$ cat src/hw/timer8_params.svh
// Constants for the 8-bit timer waveform control block.
// Assumes a 32-bit AHB-Lite register bus; included by the design files.
`ifndef TIMER8_PARAMS_SVH
`define TIMER8_PARAMS_SVH

// Register byte offsets
`define OFF_CTL_A 32'h0000_0024
`define OFF_CTL_B 32'h0000_0028
`define OFF_COUNT 32'h0000_002c
`define OFF_CMP_A 32'h0000_0030
`define OFF_CMP_B 32'h0000_0034
`define OFF_STATUS 32'h0000_0038
`define OFF_MASK 32'h0000_003c
`define OFF_PINS 32'h0000_0040

// Field layout and reset values
`define CTL_A_RMASK 8'hf3
`define RST_BYTE 8'h00
`define BIT_HIGH 0
`define BIT_RUN 1
`define ST_OVF 0
`define ST_MA 1
`define ST_MB 2
`define RST_FLAGS 3'h0

// Mode codes and counts
`define MODE_NORMAL 3'h0
`define MODE_PC_FF 3'h1
`define MODE_CLR_CMP 3'h2
`define MODE_FAST_FF 3'h3
`define MODE_PC_A 3'h5
`define MODE_FAST_A 3'h7
`define COUNT_MAX 8'hff
`define COUNT_FLOOR 8'h00
`define OM_OFF 2'h0
`define OM_TOGGLE 2'h1

`endif

$ cat src/hw/timer8_pkg.sv
// Types shared by the timer waveform control block.
// Assumes nothing of its surroundings.
package timer8_pkg;
    typedef logic [2:0] wave_mode_type;
    typedef logic [1:0] out_mode_type;
    typedef enum logic [1:0] {
        bus_idle,
        bus_write,
        bus_read_wait,
        bus_read_done
    } bus_state_type;
endpackage

$ cat src/hw/timer8_wave_ctrl.sv
// 8-bit timer with waveform generation, AHB-Lite registers and interrupt.
// Assumes one synchronous clock, a single AHB-Lite master and pins
// resolved outside from the output and output-enable signals.
`timescale 1ns/1ps
`default_nettype none
`include "timer8_params.svh"

module timer8_wave_ctrl (
    // Clock and reset
    input wire logic hclk,
    input wire logic hresetn,
    // AHB-Lite slave
    input wire logic hsel,
    input wire logic [31:0] haddr,
    input wire logic [1:0] htrans,
    input wire logic hwrite,
    input wire logic [2:0] hsize,
    input wire logic [31:0] hwdata,
    input wire logic hready,
    output logic [31:0] hrdata,
    output logic hreadyout,
    output logic hresp,
    // Port logic that owns the pins when the timer does not
    input wire logic port_out_a,
    input wire logic port_dir_a,
    input wire logic port_out_b,
    input wire logic port_dir_b,
    // Waveform pins
    output logic pin_a_o,
    output logic pin_a_oe,
    output logic pin_b_o,
    output logic pin_b_oe,
    // Interrupt
    output logic irq
);
    import timer8_pkg::*;

    bus_state_type bus_r;
    logic [31:0] addr_r;
    logic [31:0] hrdata_r;
    logic [7:0] ctl_a_r;
    logic [7:0] ctl_b_r;
    logic [7:0] count_r;
    logic [7:0] count_nxt;
    logic dir_up_r;
    logic dir_up_nxt;
    logic block_r;
    logic [7:0] cmp_a_wr_r;
    logic [7:0] cmp_b_wr_r;
    logic [7:0] cmp_a_act_r;
    logic [7:0] cmp_b_act_r;
    logic [2:0] status_r;
    logic [2:0] mask_r;
    logic [2:0] events;
    logic [7:0] rd_val;
    wave_mode_type wave_mode;
    logic is_plain;
    logic is_fast;
    logic is_phase;
    logic top_from_a;
    logic tick;
    logic [7:0] top;
    logic at_top;
    logic wrap;
    logic match_a;
    logic match_b;
    logic ovf_evt;
    logic load_cmp;
    logic addr_take;
    logic wr_en;
    logic wave_a;
    logic wave_b;
    logic conn_a;
    logic conn_b;

    // Mode decode from both control registers
    assign wave_mode = {ctl_b_r[`BIT_HIGH], ctl_a_r[1:0]};
    assign is_plain = (wave_mode == `MODE_NORMAL) || (wave_mode == `MODE_CLR_CMP);
    assign is_fast = (wave_mode == `MODE_FAST_FF) || (wave_mode == `MODE_FAST_A);
    assign is_phase = (wave_mode == `MODE_PC_FF) || (wave_mode == `MODE_PC_A);
    assign top_from_a = (wave_mode == `MODE_CLR_CMP) || (wave_mode == `MODE_PC_A)
        || (wave_mode == `MODE_FAST_A);

    // Reserved modes halt the counter and freeze the outputs
    assign tick = ctl_b_r[`BIT_RUN] && (is_plain || is_fast || is_phase);

    // Ceiling: fixed maximum or compare A
    assign top = top_from_a ? cmp_a_act_r : `COUNT_MAX;
    assign at_top = (count_r == top);
    assign wrap = tick && is_fast && at_top;

    // Compare matches, suppressed on the step after a counter write
    assign match_a = tick && !block_r && (count_r == cmp_a_act_r);
    assign match_b = tick && !block_r && (count_r == cmp_b_act_r);

    // Overflow timing per mode; maximum is fixed except in fast mode A, where it is compare A; floor is zero
    always_comb begin
        ovf_evt = 1'b0;
        if (tick) begin
            if (is_phase) begin
                ovf_evt = (count_r == `COUNT_FLOOR) && !dir_up_r;
            end else if (wave_mode == `MODE_FAST_A) begin
                ovf_evt = at_top;
            end else begin
                ovf_evt = (count_r == `COUNT_MAX);
            end
        end
    end

    // Next count and direction
    always_comb begin
        count_nxt = count_r;
        dir_up_nxt = dir_up_r;
        if (tick) begin
            if (is_phase) begin
                if (dir_up_r) begin
                    if (at_top) begin
                        dir_up_nxt = 1'b0;
                        count_nxt = count_r - 8'h01;
                    end else begin
                        count_nxt = count_r + 8'h01;
                    end
                end else if (count_r == `COUNT_FLOOR) begin
                    dir_up_nxt = 1'b1;
                    count_nxt = count_r + 8'h01;
                end else begin
                    count_nxt = count_r - 8'h01;
                end
            end else if (wave_mode == `MODE_NORMAL) begin
                count_nxt = count_r + 8'h01;
            end else if (at_top) begin
                count_nxt = `COUNT_FLOOR;
            end else begin
                count_nxt = count_r + 8'h01;
            end
        end
    end

    // Compare buffer load point
    assign load_cmp = is_plain || (wrap)
        || (tick && is_phase && dir_up_r && at_top);

    // Bus address phase and write strobe
    assign addr_take = hsel && hready && htrans[1];
    assign wr_en = (bus_r == bus_write);

    // Bus handshake state
    always_ff @(posedge hclk or negedge hresetn) begin
        if (!hresetn) begin
            bus_r <= bus_idle;
            addr_r <= 32'h0000_0000;
        end else begin
            case (bus_r)
                bus_read_wait: bus_r <= bus_read_done;
                default: begin
                    if (addr_take) begin
                        addr_r <= haddr;
                        bus_r <= hwrite ? bus_write : bus_read_wait;
                    end else begin
                        bus_r <= bus_idle;
                    end
                end
            endcase
        end
    end

    // Reads take one wait state; writes none
    assign hreadyout = (bus_r != bus_read_wait);
    assign hresp = 1'b0;
    assign hrdata = hrdata_r;

    // Read value by address; unmapped reads return zero
    always_comb begin
        rd_val = `RST_BYTE;
        if (addr_r == `OFF_CTL_A) begin
            rd_val = ctl_a_r & `CTL_A_RMASK;
        end else if (addr_r == `OFF_CTL_B) begin
            rd_val = ctl_b_r;
        end else if (addr_r == `OFF_COUNT) begin
            rd_val = count_r;
        end else if (addr_r == `OFF_CMP_A) begin
            rd_val = cmp_a_wr_r;
        end else if (addr_r == `OFF_CMP_B) begin
            rd_val = cmp_b_wr_r;
        end else if (addr_r == `OFF_STATUS) begin
            rd_val = {5'h00, status_r};
        end else if (addr_r == `OFF_MASK) begin
            rd_val = {5'h00, mask_r};
        end else if (addr_r == `OFF_PINS) begin
            rd_val = {4'h0, conn_b, conn_a, wave_b, wave_a};
        end
    end

    // Read data register
    always_ff @(posedge hclk or negedge hresetn) begin
        if (!hresetn) begin
            hrdata_r <= 32'h0000_0000;
        end else if (bus_r == bus_read_wait) begin
            hrdata_r <= {24'h00_0000, rd_val};
        end
    end

    // Control register A; bits 3 and 2 are never stored
    always_ff @(posedge hclk or negedge hresetn) begin
        if (!hresetn) begin
            ctl_a_r <= `RST_BYTE;
        end else if (wr_en && addr_r == `OFF_CTL_A) begin
            ctl_a_r <= hwdata[7:0] & `CTL_A_RMASK;
        end
    end

    // Control register B: high mode bit and run enable
    always_ff @(posedge hclk or negedge hresetn) begin
        if (!hresetn) begin
            ctl_b_r <= `RST_BYTE;
        end else if (wr_en && addr_r == `OFF_CTL_B) begin
            ctl_b_r <= {6'h00, hwdata[`BIT_RUN], hwdata[`BIT_HIGH]};
        end
    end

    // Counter, direction and match blocking after a counter write
    always_ff @(posedge hclk or negedge hresetn) begin
        if (!hresetn) begin
            count_r <= `COUNT_FLOOR;
            dir_up_r <= 1'b1;
            block_r <= 1'b0;
        end else if (wr_en && addr_r == `OFF_COUNT) begin
            count_r <= hwdata[7:0];
            block_r <= 1'b1;
        end else begin
            count_r <= count_nxt;
            dir_up_r <= dir_up_nxt;
            if (tick) begin
                block_r <= 1'b0;
            end
        end
    end

    // Software-written compare values
    always_ff @(posedge hclk or negedge hresetn) begin
        if (!hresetn) begin
            cmp_a_wr_r <= `RST_BYTE;
            cmp_b_wr_r <= `RST_BYTE;
        end else if (wr_en) begin
            if (addr_r == `OFF_CMP_A) begin
                cmp_a_wr_r <= hwdata[7:0];
            end else if (addr_r == `OFF_CMP_B) begin
                cmp_b_wr_r <= hwdata[7:0];
            end
        end
    end

    // Active compare values, loaded at the mode's update point
    always_ff @(posedge hclk or negedge hresetn) begin
        if (!hresetn) begin
            cmp_a_act_r <= `RST_BYTE;
            cmp_b_act_r <= `RST_BYTE;
        end else if (load_cmp) begin
            cmp_a_act_r <= cmp_a_wr_r;
            cmp_b_act_r <= cmp_b_wr_r;
        end
    end

    // Sticky events; a new event wins over a write-one clear
    assign events = {match_b, match_a, ovf_evt};
    always_ff @(posedge hclk or negedge hresetn) begin
        if (!hresetn) begin
            status_r <= `RST_FLAGS;
        end else if (wr_en && addr_r == `OFF_STATUS) begin
            status_r <= (status_r & ~hwdata[2:0]) | events;
        end else begin
            status_r <= status_r | events;
        end
    end

    // Interrupt mask
    always_ff @(posedge hclk or negedge hresetn) begin
        if (!hresetn) begin
            mask_r <= `RST_FLAGS;
        end else if (wr_en && addr_r == `OFF_MASK) begin
            mask_r <= hwdata[2:0];
        end
    end

    // Level interrupt while any unmasked flag stands
    assign irq = |(status_r & mask_r);

    // Channel A: PWM toggle allowed with the high mode bit
    wave_channel #(
        .ALLOW_PWM_TOGGLE(1'b1)
    ) u_chan_a (
        .hclk(hclk),
        .hresetn(hresetn),
        .tick(tick),
        .is_plain(is_plain),
        .is_fast(is_fast),
        .is_phase(is_phase),
        .wave_mode_high(ctl_b_r[`BIT_HIGH]),
        .out_mode(ctl_a_r[7:6]),
        .match(match_a),
        .cmp_is_top(cmp_a_act_r == top),
        .wrap(wrap),
        .counting_up(dir_up_r),
        .wave_out(wave_a),
        .connected(conn_a)
    );

    // Channel B: code 01 reserved in PWM modes
    wave_channel #(
        .ALLOW_PWM_TOGGLE(1'b0)
    ) u_chan_b (
        .hclk(hclk),
        .hresetn(hresetn),
        .tick(tick),
        .is_plain(is_plain),
        .is_fast(is_fast),
        .is_phase(is_phase),
        .wave_mode_high(ctl_b_r[`BIT_HIGH]),
        .out_mode(ctl_a_r[5:4]),
        .match(match_b),
        .cmp_is_top(cmp_b_act_r == top),
        .wrap(wrap),
        .counting_up(dir_up_r),
        .wave_out(wave_b),
        .connected(conn_b)
    );

    // Pin takeover; the driver stays under the port direction bit
    assign pin_a_o = conn_a ? wave_a : port_out_a;
    assign pin_b_o = conn_b ? wave_b : port_out_b;
    assign pin_a_oe = port_dir_a;
    assign pin_b_oe = port_dir_b;
endmodule
`default_nettype wire

$ cat src/hw/wave_channel.sv
// One waveform output channel: reacts to matches and counter turning points.
// Assumes the counter core gives one-cycle tick, match and wrap strobes.
`timescale 1ns/1ps
`default_nettype none
`include "timer8_params.svh"

module wave_channel #(
    parameter bit ALLOW_PWM_TOGGLE = 1'b1
) (
    // Clock and reset
    input wire logic hclk,
    input wire logic hresetn,
    // Mode and timing strobes
    input wire logic tick,
    input wire logic is_plain,
    input wire logic is_fast,
    input wire logic is_phase,
    input wire logic wave_mode_high,
    input wire timer8_pkg::out_mode_type out_mode,
    input wire logic match,
    input wire logic cmp_is_top,
    input wire logic wrap,
    input wire logic counting_up,
    // Waveform state
    output logic wave_out,
    output logic connected
);
    import timer8_pkg::*;

    logic pwm_toggle_ok;

    // Toggle in PWM modes exists only on channel A with the high bit set
    assign pwm_toggle_ok = ALLOW_PWM_TOGGLE && wave_mode_high;
    // Channel A code 01 without the high bit leaves the pin to the port in PWM modes
    assign connected = (out_mode != `OM_OFF)
        && !(ALLOW_PWM_TOGGLE && (is_fast || is_phase) && (out_mode == `OM_TOGGLE)
        && !wave_mode_high);

    // Output register update per timer step
    always_ff @(posedge hclk or negedge hresetn) begin
        if (!hresetn) begin
            wave_out <= 1'b0;
        end else if (tick) begin
            if (is_plain) begin
                if (match) begin
                    // Toggle, clear or set on match
                    case (out_mode)
                        2'h1: wave_out <= ~wave_out;
                        2'h2: wave_out <= 1'b0;
                        2'h3: wave_out <= 1'b1;
                        default: wave_out <= wave_out;
                    endcase
                end
            end else if (is_fast) begin
                if (out_mode[1]) begin
                    if (wrap) begin
                        // Floor action; also covers compare at ceiling
                        wave_out <= ~out_mode[0];
                    end else if (match && !cmp_is_top) begin
                        wave_out <= out_mode[0];
                    end
                end else if (out_mode == `OM_TOGGLE && pwm_toggle_ok && match) begin
                    wave_out <= ~wave_out;
                end
            end else if (is_phase) begin
                if (out_mode[1] && match) begin
                    if (cmp_is_top) begin
                        // Ceiling action in place of the match
                        wave_out <= ~out_mode[0];
                    end else if (counting_up) begin
                        wave_out <= out_mode[0];
                    end else begin
                        wave_out <= ~out_mode[0];
                    end
                end else if (out_mode == `OM_TOGGLE && pwm_toggle_ok && match) begin
                    wave_out <= ~wave_out;
                end
            end
        end
    end
endmodule
`default_nettype wire

$ cat config.mk
export PLATFORM = sky130hd
export DESIGN_NAME = timer8_wave_ctrl
export DESIGN_NICKNAME = d
export VERILOG_FILES = /design/src/hw/timer8_pkg.sv /design/src/hw/timer8_wave_ctrl.sv /design/src/hw/wave_channel.sv
export VERILOG_INCLUDE_DIRS = /design/src /design/src/hw
export SDC_FILE = /design/constraint.sdc
export NUM_CORES = 1
export LEC_CHECK = 0
export BUFFER_PORTS_ARGS = -buffer_cell sky130_fd_sc_hd__buf_2
export CAP_MARGIN = 25
export CORE_MARGIN = 2
export CORE_UTILIZATION = 51
export CTS_CLUSTER_SIZE = 30
export DETAILED_ROUTE_END_ITERATION = 8
export GPL_TIMING_DRIVEN = 1
export PLACE_DENSITY = 0.78
export SYNTH_ARGS = -nofsm -noshare
export SYNTH_HDL_FRONTEND = slang
export SYNTH_SLANG_ARGS = --single-unit
export TNS_END_PERCENT = 100
$ cat constraint.sdc
create_clock -name hclk -period 3.1 [get_ports hclk]
set_clock_uncertainty 0.1 [all_clocks]
set_input_delay 0.62 -clock hclk [delete_from_list [all_inputs] [get_ports hclk]]
set_output_delay 0.62 -clock hclk [all_outputs]
set_load 0.005 [all_outputs]
# Word-level counts from Yosys, hierarchy flattened
# Index checks and enable logic that the tools add are counted.
# totals
inputBits	78
romBits	0
latch_bits	0
memories	0
ramBits	0
reg_bits	100
elab_cells	175
out_inout_bits	39
# classes
bitwise	12
n_lt_le_gt_ge	0
shifts	0
addsub	2
n_mul	0
div_mod_pow	0
eq_ne	35
n_mux	54
n_reduce_logical	56
# op_table
operator	n
$eq A32 B6 Y1 const B	7
$mux W8	14
$eq A8 B8 Y1	5
$eq A32 B7 Y1 const B	1
$mux W1	31
$logic_and A1 B1 Y1	26
$mux W4	3
$eq A2 B2 Y1 const B	5
$logic_or A1 B1 Y1	10
$add A8 B1 Y8 const B	1
$eq A8 B8 Y1 const B	1
$logic_not A8 Y1	1
$ne A4 B1 Y1 const B	2
$sub A8 B1 Y8 const B	1
$not A1 Y1	7
$reduce_and A7 Y1	1
$and A3 B3 Y3	2
$eq A2 B1 Y1 const B	3
$eq A3 B2 Y1 const B	2
$eq A3 B3 Y1 const B	2
$logic_not A1 Y1	6
$mux W2	3
$or A3 B3 Y3	2
$pmux W1 S3	2
other kinds (15)	21

# Depth between registers and ports, before layout
# Gate-level depths: netlist of the first run.
# logic_depth
word_depth	15
ltp_mapped	13
mapped_depth_nobuf	10

# Cells and area by module
# A second synthesis of the first run with hierarchy kept.
# hier_totals
cells_unflattened	548
area_unflattened_um2	5850.6
# by_module_without_submodules
mod	cells_per_inst	seq_area_each_um2	area_per_inst_um2	instances
timer8_wave_ctrl	497	2453.6	5474.0	1
wave_channel (u_chan_a)	30	25.0	222.7	1
wave_channel (u_chan_b)	21	25.0	153.9	1

# Worst setup path after synthesis of the first run
# No wires, ideal clock.
# synth_path
path_type	register -> register
start	reg ctl_a_r[1]
end	reg cmp_a_act_r[0]
stages_incl_launch_ff	12
period_less_slack_ps	3049
t_arrival_ps	2824
setup_slack_ps	51
setup_time_ps	125
path_buffers	4
required_time_ps	2875
cell_sequence	dfrtp_1 > buf_4 > or3b_1 > buf_2 > a21oi_1 > xnor2_1 > o2111a_1 > buf_2 > nand3_1 > o31ai_2 > buf_4 > mux2_2
# synth_between
elab_chain_len	9
elab_cells_between_ends	23
cone_classes	6 x eq/ne; 1 x mux; 16 x reduce/logical
# synth_lines
item	line	text
from (decl)	timer8_wave_ctrl.sv:41	logic [7:0] ctl_a_r;
from (signal assigned)	timer8_wave_ctrl.sv:206	ctl_a_r <= `RST_BYTE;
from (signal assigned)	timer8_wave_ctrl.sv:208	ctl_a_r <= hwdata[7:0] & `CTL_A_RMASK;
parallel branches: the longest is 8 deep, another holds $mux W8	-	
$logic_or A1 B1 Y1 *	timer8_wave_ctrl.sv:141	|| (tick && is_phase && dir_up_r && at_top);
to (signal assigned)	timer8_wave_ctrl.sv:256	cmp_a_act_r <= `RST_BYTE;
to (signal assigned)	timer8_wave_ctrl.sv:259	cmp_a_act_r <= cmp_a_wr_r;
to (decl)	timer8_wave_ctrl.sv:50	logic [7:0] cmp_a_act_r;
# Every way passes the cells marked *.
# A chain may end at the register's enable or synchronous reset.

# Worst setup path after layout of the first run
# layout_path
start	reg ctl_b_r[0]
end	reg u_chan_b.wave_out
# layout_between
elab_chain_len	11
elab_cells_between_ends	38
cone_classes	11 x eq/ne; 8 x mux; 19 x reduce/logical
# layout_lines
item	line	text
from (decl)	timer8_wave_ctrl.sv:42	logic [7:0] ctl_b_r;
from (signal assigned)	timer8_wave_ctrl.sv:215	ctl_b_r <= `RST_BYTE;
from (signal assigned)	timer8_wave_ctrl.sv:217	ctl_b_r <= {6'h00, hwdata[`BIT_RUN], hwdata[`BIT_HIGH]};
parallel branches: the longest is 11 deep, another holds $mux W8	-	
to (signal assigned)	wave_channel.sv:48	2'h1: wave_out <= ~wave_out;
to (signal assigned)	wave_channel.sv:58	wave_out <= ~out_mode[0];
to (signal assigned)	wave_channel.sv:60	wave_out <= out_mode[0];
to (decl)	wave_channel.sv:25	output logic wave_out,
# Parallel ways; which one is timed is not known. The select of a mux whose other input is x is not followed.

==> impl_metrics.toml, run 1 <==
[outcome]
outcome = "finished clean"

[detailed_routing]
wl_per_cell_um = 19.9
first_pass_iters = 5
dr.first_iter.drc_count = 503
drc_errors = 0
final_antenna_net_count = 0
via_count = 5072
drt-total-wl_um = 16000
routed_via_density = 6.31

[sta]
relSlewSlack_pct = 57.6
rsz0062_at_grt = "true"
holdWs_ns = 0.170
fin_crit_sh_pct = 96.4
setup-tns-final_ns = 0
period_needed_ns = 2.99
tightest_slew_ns = 0.636
report.final.hold_viol_count = 0
max_freq_mhz = 334
report.final.slew_viol_count = 0
setup_slack_ns = 0.110
setup_viol = 0

[floorplanning]
die_h_um = 112
core_area_um2 = 11400
rows = 39
die-area_um2 = 12500
start_util_pct = 52.2
io_pins = 117
chipWidth_um = 112

[worst_setup_path]
critical_path.max_fanout = 13
arrival_ns = 3.16
cp.required_ns = 3.28
critPathLaunchType = "flop"
reg2reg_to = "u_chan_b.wave_out"
crit_path_end = "u_chan_b.wave_out"
r2r-start = "ctl_b_r[0]"
crit_start = "ctl_b_r[0]"
critPathKind = "reg2reg"
cp-end-kind = "flop"
worst_r2r_path_depth = 10
ff2ff_setup_slack_ns = 0.11

[clock_tree]
hold_buffers = 0
worstSkewPairLatency_ns = 0.36
cts.htree.levels = 3
cts_buffer_depth = 2
clk_pin_slew_ns = 0.07
numCtsBuffers = 9
post_cts_buffers = 0
cts_tree = "done"
clock_sinks = 100
cts_root_buffer = "clkbuf_16"

[place]
dp_cells = 788
place_congestion = 0.929
dpl.hpwl_um = 11800
dpl_worst_slack_ns = 0.0682
placed_area_um2 = 6340
numPortBuffers = 59

[synth]
ys_ff_latch = 100
avgSynthCellArea_um2 = 9.82
netlist_area_um2 = 5930
synth_cells = 604
synth.yosys.seq_area_share_pct = 42.2
ys_async_sr_fraction_pct = 100
synth-edff-count = 0
ys_types = 67
yosys_warnings = 0
yosys_most_used_dff = "dfrtp_1"

[global_routing]
grt_usage_pct = 26.2
grt_overflow = 0
grt_pass1_wl_um = 25800
grt_max_degree = 55
grt_pass1_vias = 4924
antenna_found_initial = 0

[power_and_ir_drop]
ir_drop_uv = 394
p_per_area_nw_per_um2 = 591
leakagePower_nw = 2.88
finalPower_mw = 3.93

[layout]
layout-drive-gt1-share_pct = 27.1
fin_cells = 804
area_growth_pct = 12.0
nets = 741
fillCellCount = 973
design_area_um2 = 6640
fin_util_pct = 58.4
antenna_cells = 0

[flow_run]
drv_cap = 0

[worst_hold_path]
hold_class = "in2async"
[report_power, final]
group          total [mW]  leakage [nW]  internal [mW]  switching, mW
registers            1.81          1.23           1.57          0.242
clock network        1.08         0.130          0.558          0.526
logic                1.04          1.52          0.490          0.545
total                3.93          2.88           2.61           1.31
[synth_stat cells (7+ instances only)]
| cell type | number | area, µm² |
|---|---|---|
| nor2_1 | 21 | 78.8 |
| nor4_1 | 10 | 62.6 |
| a21oi_1 | 25 | 125 |
| a31oi_1 | 7 | 43.8 |
| nand2_1 | 60 | 225 |
| mux2_2 | 71 | 800 |
| nor3_1 | 13 | 65.1 |
| inv_1 | 20 | 75.1 |
| buf_4 | 29 | 218 |
| ha_1 | 7 | 87.6 |
| nand3_1 | 13 | 65.1 |
| xnor2_1 | 19 | 166 |
| nand4_1 | 12 | 75.1 |
| dfrtp_1 | 99 | 2480 |
| nor2b_1 | 7 | 43.8 |
| a221oi_1 | 8 | 70.1 |
| o21ai_0 | 29 | 145 |
| clkbuf_1 | 33 | 124 |
| a211oi_1 | 10 | 75.1 |
[state kept, by name (all words and copies together), names as in the netlist, 3 cells and up]
name and flops:
count_r 8, ctl_a_r 6, status_r 3, cmp_b_wr_r 8
addr_r 32, cmp_a_wr_r 8, hrdata 8, cmp_a_act_r 8
cmp_b_act_r 8, mask_r 3
[cells by family (layout without fill, tap and decap cells)]
kind of cell               count (synthesis)  count (layout)  share of synthesized area [%]
muxes                                     74              74                           14.0
buffers and inverters                     90             123                           7.72
and+or+nand+nor                          170             170                           14.7
AOI/OAI and AO/OA                        137             137                           16.2
DFF                                      100             100                           42.2
adders and majority gates                  7               7                           1.48
other                                      1              25                         0.0632
xor gates and xnor gates                  25              25                           3.69
[worst max-delay path, cell delays in order (launching register included)]
cell and delay, ns:
dfrtp_1 0.38, buf_4 0.19, nor3b_2 0.47, nor2_1 0.17
o22ai_1 0.24, o2111a_1 0.26, buf_4 0.18, a31oi_1 0.15
or4b_1 0.51, o311ai_1 0.09, o2bb2ai_1 0.15
[timing repair]
item,4_1_cts,5_1_grt
resized for setup,0,6
setup endpoints to repair,0,7
endpoints found under the hold margin,0,0
[how the worst min path moves through the flow]
stage	start	to	slack, ns	cells past startpoint
after floorplan	hresetn	addr_r[0]	0.22	0
after global placement	hrdata[6]	hrdata[6]	0.36	2
after detailed placement	hrdata[2]	hrdata[2]	0.36	2
after CTS	hresetn	count_r[5]	0.19	1
after global routing	hresetn	count_r[5]	0.22	1
final	hresetn	count_r[5]	0.17	1
[placed cells by master, fill, tap and decap left out, types with 9 or more instances in the layout]
master	count
clkbuf_16	9
a211oi_1	10
mux2_2	71
nand3_1	13
conb_1	25
nand2_1	60
buf_4	25
a21oi_1	25
nand4_1	12
nor4_1	10
xnor2_1	19
dfrtp_1	99
nor3_1	13
nor2_1	20
inv_1	20
buf_2	58
o21ai_0	29
[area by class of cell]
cell class | count | area, µm² | share of cell area, %
flip-flops and latches | 100 | 2500 | 37.7
multi-input cells | 438 | 3080 | 46.4
repair buffers | 85 | 518 | 7.80
clock buffers | 11 | 233 | 3.50
well taps | 143 | 179 | 2.69
clock inverters | 5 | 46.3 | 0.697
inverters | 22 | 82.6 | 1.24
[routing by layer]
layer	GRT usage, %	up-vias	share of wire, %
met2	41.8	270	46
met5	0	-	0
met1	33.8	2470	40
met4	13.2	0	5.1
li1	-	2268	-
met3	6.10	64	8.3
Power figures use the tool's default switching activity.
==> run 2: changes to the inputs <==
==> constraint.sdc (replaced) <==
create_clock -name hclk -period 3.1 [get_ports hclk]
set_clock_uncertainty 0.1 [all_clocks]
set_input_delay 0.62 -clock hclk [delete_from_list [all_inputs] [get_ports hclk]]
set_output_delay 0.62 -clock hclk [all_outputs]
set_load 0.1 [all_outputs]
==> impl_metrics.toml, run 2 (synthesis gave the netlist of run 1 again) <==
[power_and_ir_drop]
p_per_area_nw_per_um2 = 685
ir_drop_uv = 526
leakagePower_nw = 2.89

[clock_tree]
clk_pin_slew_ns = 0.07
hold_buffers = 0
cts.htree.levels = 3
cts_root_buffer = "clkbuf_16"
numCtsBuffers = 9
worstSkewPairLatency_ns = 0.35
cts_buffer_depth = 2
post_cts_buffers = 0
clock_sinks = 100
cts_tree = "done"

[worst_setup_path]
cp.required_ns = 3.27
worst_r2r_path_depth = 8
cp-end-kind = "flop"
reg2reg_to = "u_chan_b.wave_out"
arrival_ns = 3.21
critical_path.max_fanout = 9
r2r-start = "ctl_b_r[0]"
ff2ff_setup_slack_ns = 0.06
critPathLaunchType = "flop"
critPathKind = "reg2reg"

[global_routing]
grt_pass1_wl_um = 24900
antenna_found_initial = 0
grt_pass1_vias = 4809
grt_usage_pct = 25.2
grt_overflow = 0
grt_max_degree = 57

[detailed_routing]
via_count = 4976
wl_per_cell_um = 19.3
first_pass_iters = 6
routed_via_density = 6.17
dr.first_iter.drc_count = 453
drt-total-wl_um = 15600
final_antenna_net_count = 0
drc_errors = 0

[place]
dp_cells = 790
place_congestion = 0.940
numPortBuffers = 59
dpl.hpwl_um = 11600
placed_area_um2 = 6360

[floorplanning]
rows = 39
io_pins = 117
core_area_um2 = 11400
chipWidth_um = 112
die_h_um = 112
start_util_pct = 52.2
die-area_um2 = 12500

[layout]
layout-drive-gt1-share_pct = 27.5
nets = 743
final_cell_mix = "dfrtp_1, mux2_2, nand2_1"
fin_cells = 806
antenna_cells = 0
design_area_um2 = 6660
final_common_cell = "dfrtp_1"
largest_reg_flops = 32
top_register = "addr_r"
area_growth_pct = 12.3

[sta]
fin_crit_sh_pct = 98.0
report.final.hold_viol_count = 0
tightest_slew_ns = 0.710
max_freq_mhz = 329
relSlewSlack_pct = 52.3
setup_viol = 0
period_needed_ns = 3.04
report.final.slew_viol_count = 0

[worst_hold_path]
hold_class = "in2async"

[flow_run]
drv_cap = 0

[outcome]
outcome = "finished clean"
-- run 2: power by group --
group / internal (mW) / switching, mW
sequential: 1.57 / 0.237
clock: 0.562 / 0.535
combinational: 0.501 / 1.16
-- run 2: area by class of cell --
| class | instances | area [µm²] |
|---|---|---|
| Clock inverter | 6 | 56.3 |
| Clock buffer | 10 | 229 |
| Tap cell | 143 | 179 |
| Multi-Input combinational cell | 438 | 3080 |
| Timing Repair Buffer | 87 | 533 |
| Fill cell | 973 | 4710 |
| Inverter | 22 | 82.6 |
| Sequential cell | 100 | 2500 |
-- run 2: worst max-delay path: stages (launching register included) --
cell       delay [ns]
dfrtp_1          0.39
or3b_4           0.47
a2111oi_0        0.43
a211oi_1         0.10
or4_1            0.61
nand3_1          0.17
or4b_1           0.44
o311ai_1         0.09
o2bb2ai_1        0.15
-- run 2: repair_timing --
item / in CTS / in global routing
pin swaps: 0 / 0
gates resized for setup: 1 / 4
setup endpoints to repair: 1 / 14
-- run 2: per-layer routing --
| layer | GRT usage (%) | up-vias | wire length [µm] |
|---|---|---|---|
| met4 | 11.6 | 0 | 679 |
| met5 | 0 | - | 0 |
| met1 | 31.6 | 2405 | 6240 |
| li1 | - | 2274 | - |
| met3 | 6.21 | 47 | 1250 |
| met2 | 41.2 | 250 | 7390 |
-- run 2: how the worst max path moves through the flow --
stage,start,endpoint,slack [ns],cells after the start
4_1_cts,ctl_b_r[0],u_chan_b.wave_out,0.006,8
5_1_grt,ctl_b_r[0],u_chan_b.wave_out,-0.004,8
6_report,ctl_b_r[0],u_chan_b.wave_out,0.06,8
3_3_place_gp,ctl_b_r[0],u_chan_b.wave_out,0.12,8
3_5_place_dp,ctl_b_r[0],u_chan_b.wave_out,0.06,8
2_1_floorplan,ctl_a_r[1],cmp_a_act_r[0],0.05,11
-- run 2: stage by stage --
step / TNS (ns) / power [mW] / setup WS, ns / util [%] / hold slack [ns]
detailed placement: 0 / 3.47 / 0.0620 / 55.9 / 0.369
floorplan: 0 / 3.08 / 0.0511 / - / 0.224
CTS: 0 / 4.56 / 0.00591 / 58.4 / 0.178
global route: -0.00431 / 4.77 / -0.00431 / 58.6 / 0.204
finish: 0 / 4.56 / 0.0619 / 58.6 / 0.160
global placement: 0 / 3.41 / 0.123 / 55.9 / 0.362
==> run 3: changes to the inputs <==
--- a/config.mk
+++ b/config.mk
@@ -8,12 +8,14 @@
 export LEC_CHECK = 0
 export BUFFER_PORTS_ARGS = -buffer_cell sky130_fd_sc_hd__buf_2
 export CAP_MARGIN = 25
+export CORE_ASPECT_RATIO = 1.1
 export CORE_MARGIN = 2
 export CORE_UTILIZATION = 51
 export CTS_CLUSTER_SIZE = 30
 export DETAILED_ROUTE_END_ITERATION = 8
 export GPL_TIMING_DRIVEN = 1
 export PLACE_DENSITY = 0.78
+export SETUP_SLACK_MARGIN = 0.15
 export SYNTH_ARGS = -nofsm -noshare
 export SYNTH_HDL_FRONTEND = slang
 export SYNTH_SLANG_ARGS = --single-unit
==> impl_metrics.toml, run 3 (synthesis gave the netlist of run 1 again) <==
[detailed_routing]
dr.first_iter.drc_count = 468
drt-total-wl_um = 16100
wl_per_cell_um = 19.7
drc_errors = 0
first_pass_iters = 5
routed_via_density = 6.23
final_antenna_net_count = 0
via_count = 5095

[global_routing]
grt_pass1_vias = 4981
grt_usage_pct = 26.3
grt_pass1_wl_um = 25500
grt_max_degree = 101
antenna_found_initial = 0
grt_overflow = 0

[worst_setup_path]
slowest_stage = "or3b_4"
arrival_ns = 3.10
critPathMaxStageDelay_ns = 0.48
cp.required_ns = 3.27
reg2reg_to = "u_chan_b.wave_out"
ff2ff_setup_slack_ns = 0.17
crit_start = "ctl_a_r[0]"
critPathLaunchType = "flop"
crit_chain = "or3b_4, a2111oi_0, nor3_1, or4_4, nand3_1, or4b_1, o311ai_1, o2bb2ai_1"
critPathKind = "reg2reg"
cp-end-kind = "flop"
worst_r2r_path_depth = 8
critical_path.max_fanout = 5
r2r-start = "ctl_a_r[0]"
crit_path_end = "u_chan_b.wave_out"

[power_and_ir_drop]
power_frac_seq_pct = 39.8
switching_share_pct = 42.3
leakagePower_nw = 2.95
p_per_area_nw_per_um2 = 670
share_comb_of_total_power_pct = 36.5
clkPwrFrac_pct = 23.6
power_switching_mw = 1.94
p_int_mw = 2.64
ir_drop_uv = 489

[layout]
layout-drive-gt1-share_pct = 29.9
largest_reg_flops = 32
final_common_cell = "dfrtp_1"
nets = 748
final_cell_mix = "dfrtp_1, mux2_2, nand2_1"
top_register = "addr_r"
fillCellCount = 949
antenna_cells = 0
area_growth_pct = 15.2

[floorplanning]
start_util_pct = 52.1
die_h_um = 117
io_pins = 117
chipWidth_um = 107
core_area_um2 = 11400
die-area_um2 = 12500
rows = 41

[sta]
max_freq_mhz = 342
holdWs_ns = 0.178
period_needed_ns = 2.93
tightest_slew_ns = 0.632
rsz0062_at_grt = "true"
setup_viol = 0
report.final.slew_viol_count = 0
relSlewSlack_pct = 57.5
report.final.hold_viol_count = 0
fin_crit_sh_pct = 94.4
setup-tns-final_ns = 0

[clock_tree]
cts_tree = "done"
cts_root_buffer = "clkbuf_16"
clk_pin_slew_ns = 0.08
worstSkewPairLatency_ns = 0.35
cts.htree.levels = 3
hold_buffers = 0
clock_sinks = 100
cts_buffer_depth = 2
numCtsBuffers = 9

[outcome]
outcome = "finished clean"

[place]
numPortBuffers = 59
place_congestion = 0.921
dpl.hpwl_um = 11700

[flow_run]
drv_cap = 0

[worst_hold_path]
hold_class = "in2async"
-- run 3: power groups by stage --
stage	clock, mW	sequential (mW)	combinational (mW)
finish	1.08	1.82	1.67
global route	1.15	1.86	1.79
CTS	1.10	1.82	1.64
detailed placement	0	1.84	1.63
global placement	0	1.82	1.60
floorplan	0	2.07	1.01
-- run 3: cell type report --
| type | count | area, µm² | area share [%] |
|---|---|---|---|
| clock buffer | 10 | 229 | 3.35 |
| clock inverter | 6 | 53.8 | 0.787 |
| inverter | 22 | 82.6 | 1.21 |
| multi-input combinational | 439 | 3190 | 46.7 |
| sequential | 100 | 2500 | 36.7 |
| tap | 150 | 188 | 2.75 |
| timing repair buffer | 91 | 584 | 8.55 |
-- run 3: worst min path at each step --
stage                 endpoint  slack, ns  cells past startpoint
CTS                 count_r[3]       0.23                      2
detailed placement   hrdata[6]       0.37                      2
finish              count_r[3]       0.18                      2
global route        count_r[5]       0.26                      2
global placement     hrdata[4]       0.36                      2
floorplan            addr_r[0]       0.22                      0
-- run 3: metal layers --
layer | wire length, µm | up-vias | GRT usage [%]
met5 | 0 | - | 0
met1 | 6420 | 2472 | 32.5
met4 | 720 | 0 | 12.5
met3 | 1150 | 59 | 5.48
met2 | 7830 | 264 | 44.7
li1 | - | 2300 | -
-- run 3: worst max-delay path, delay by kind of cell (launching register included) --
kind               cells  cell delay, ns
and+or+nand+nor        5            1.65
AOI/OAI and AO/OA      3            0.67
DFF                    1            0.43
-- run 3: per-stage QoR --
step	util (%)	area, µm²	total power [mW]	setup WS [ns]	cells
after floorplan	-	6030	3.08	0.192	628
after global placement	56.1	6380	3.42	0.150	798
after detailed placement	56.1	6380	3.47	0.104	798
after CTS	58.7	6680	4.55	0.153	814
after global routing	60.0	6830	4.80	0.114	818
final	60.0	6830	4.58	0.175	818
-- run 3: timing repair --
item | in CTS | in global routing
setup buffers | 0 | 2
gates cloned | 0 | 2
gates resized for setup | 5 | 23
setup endpoints to repair | 18 | 21
pin swaps | 0 | 6
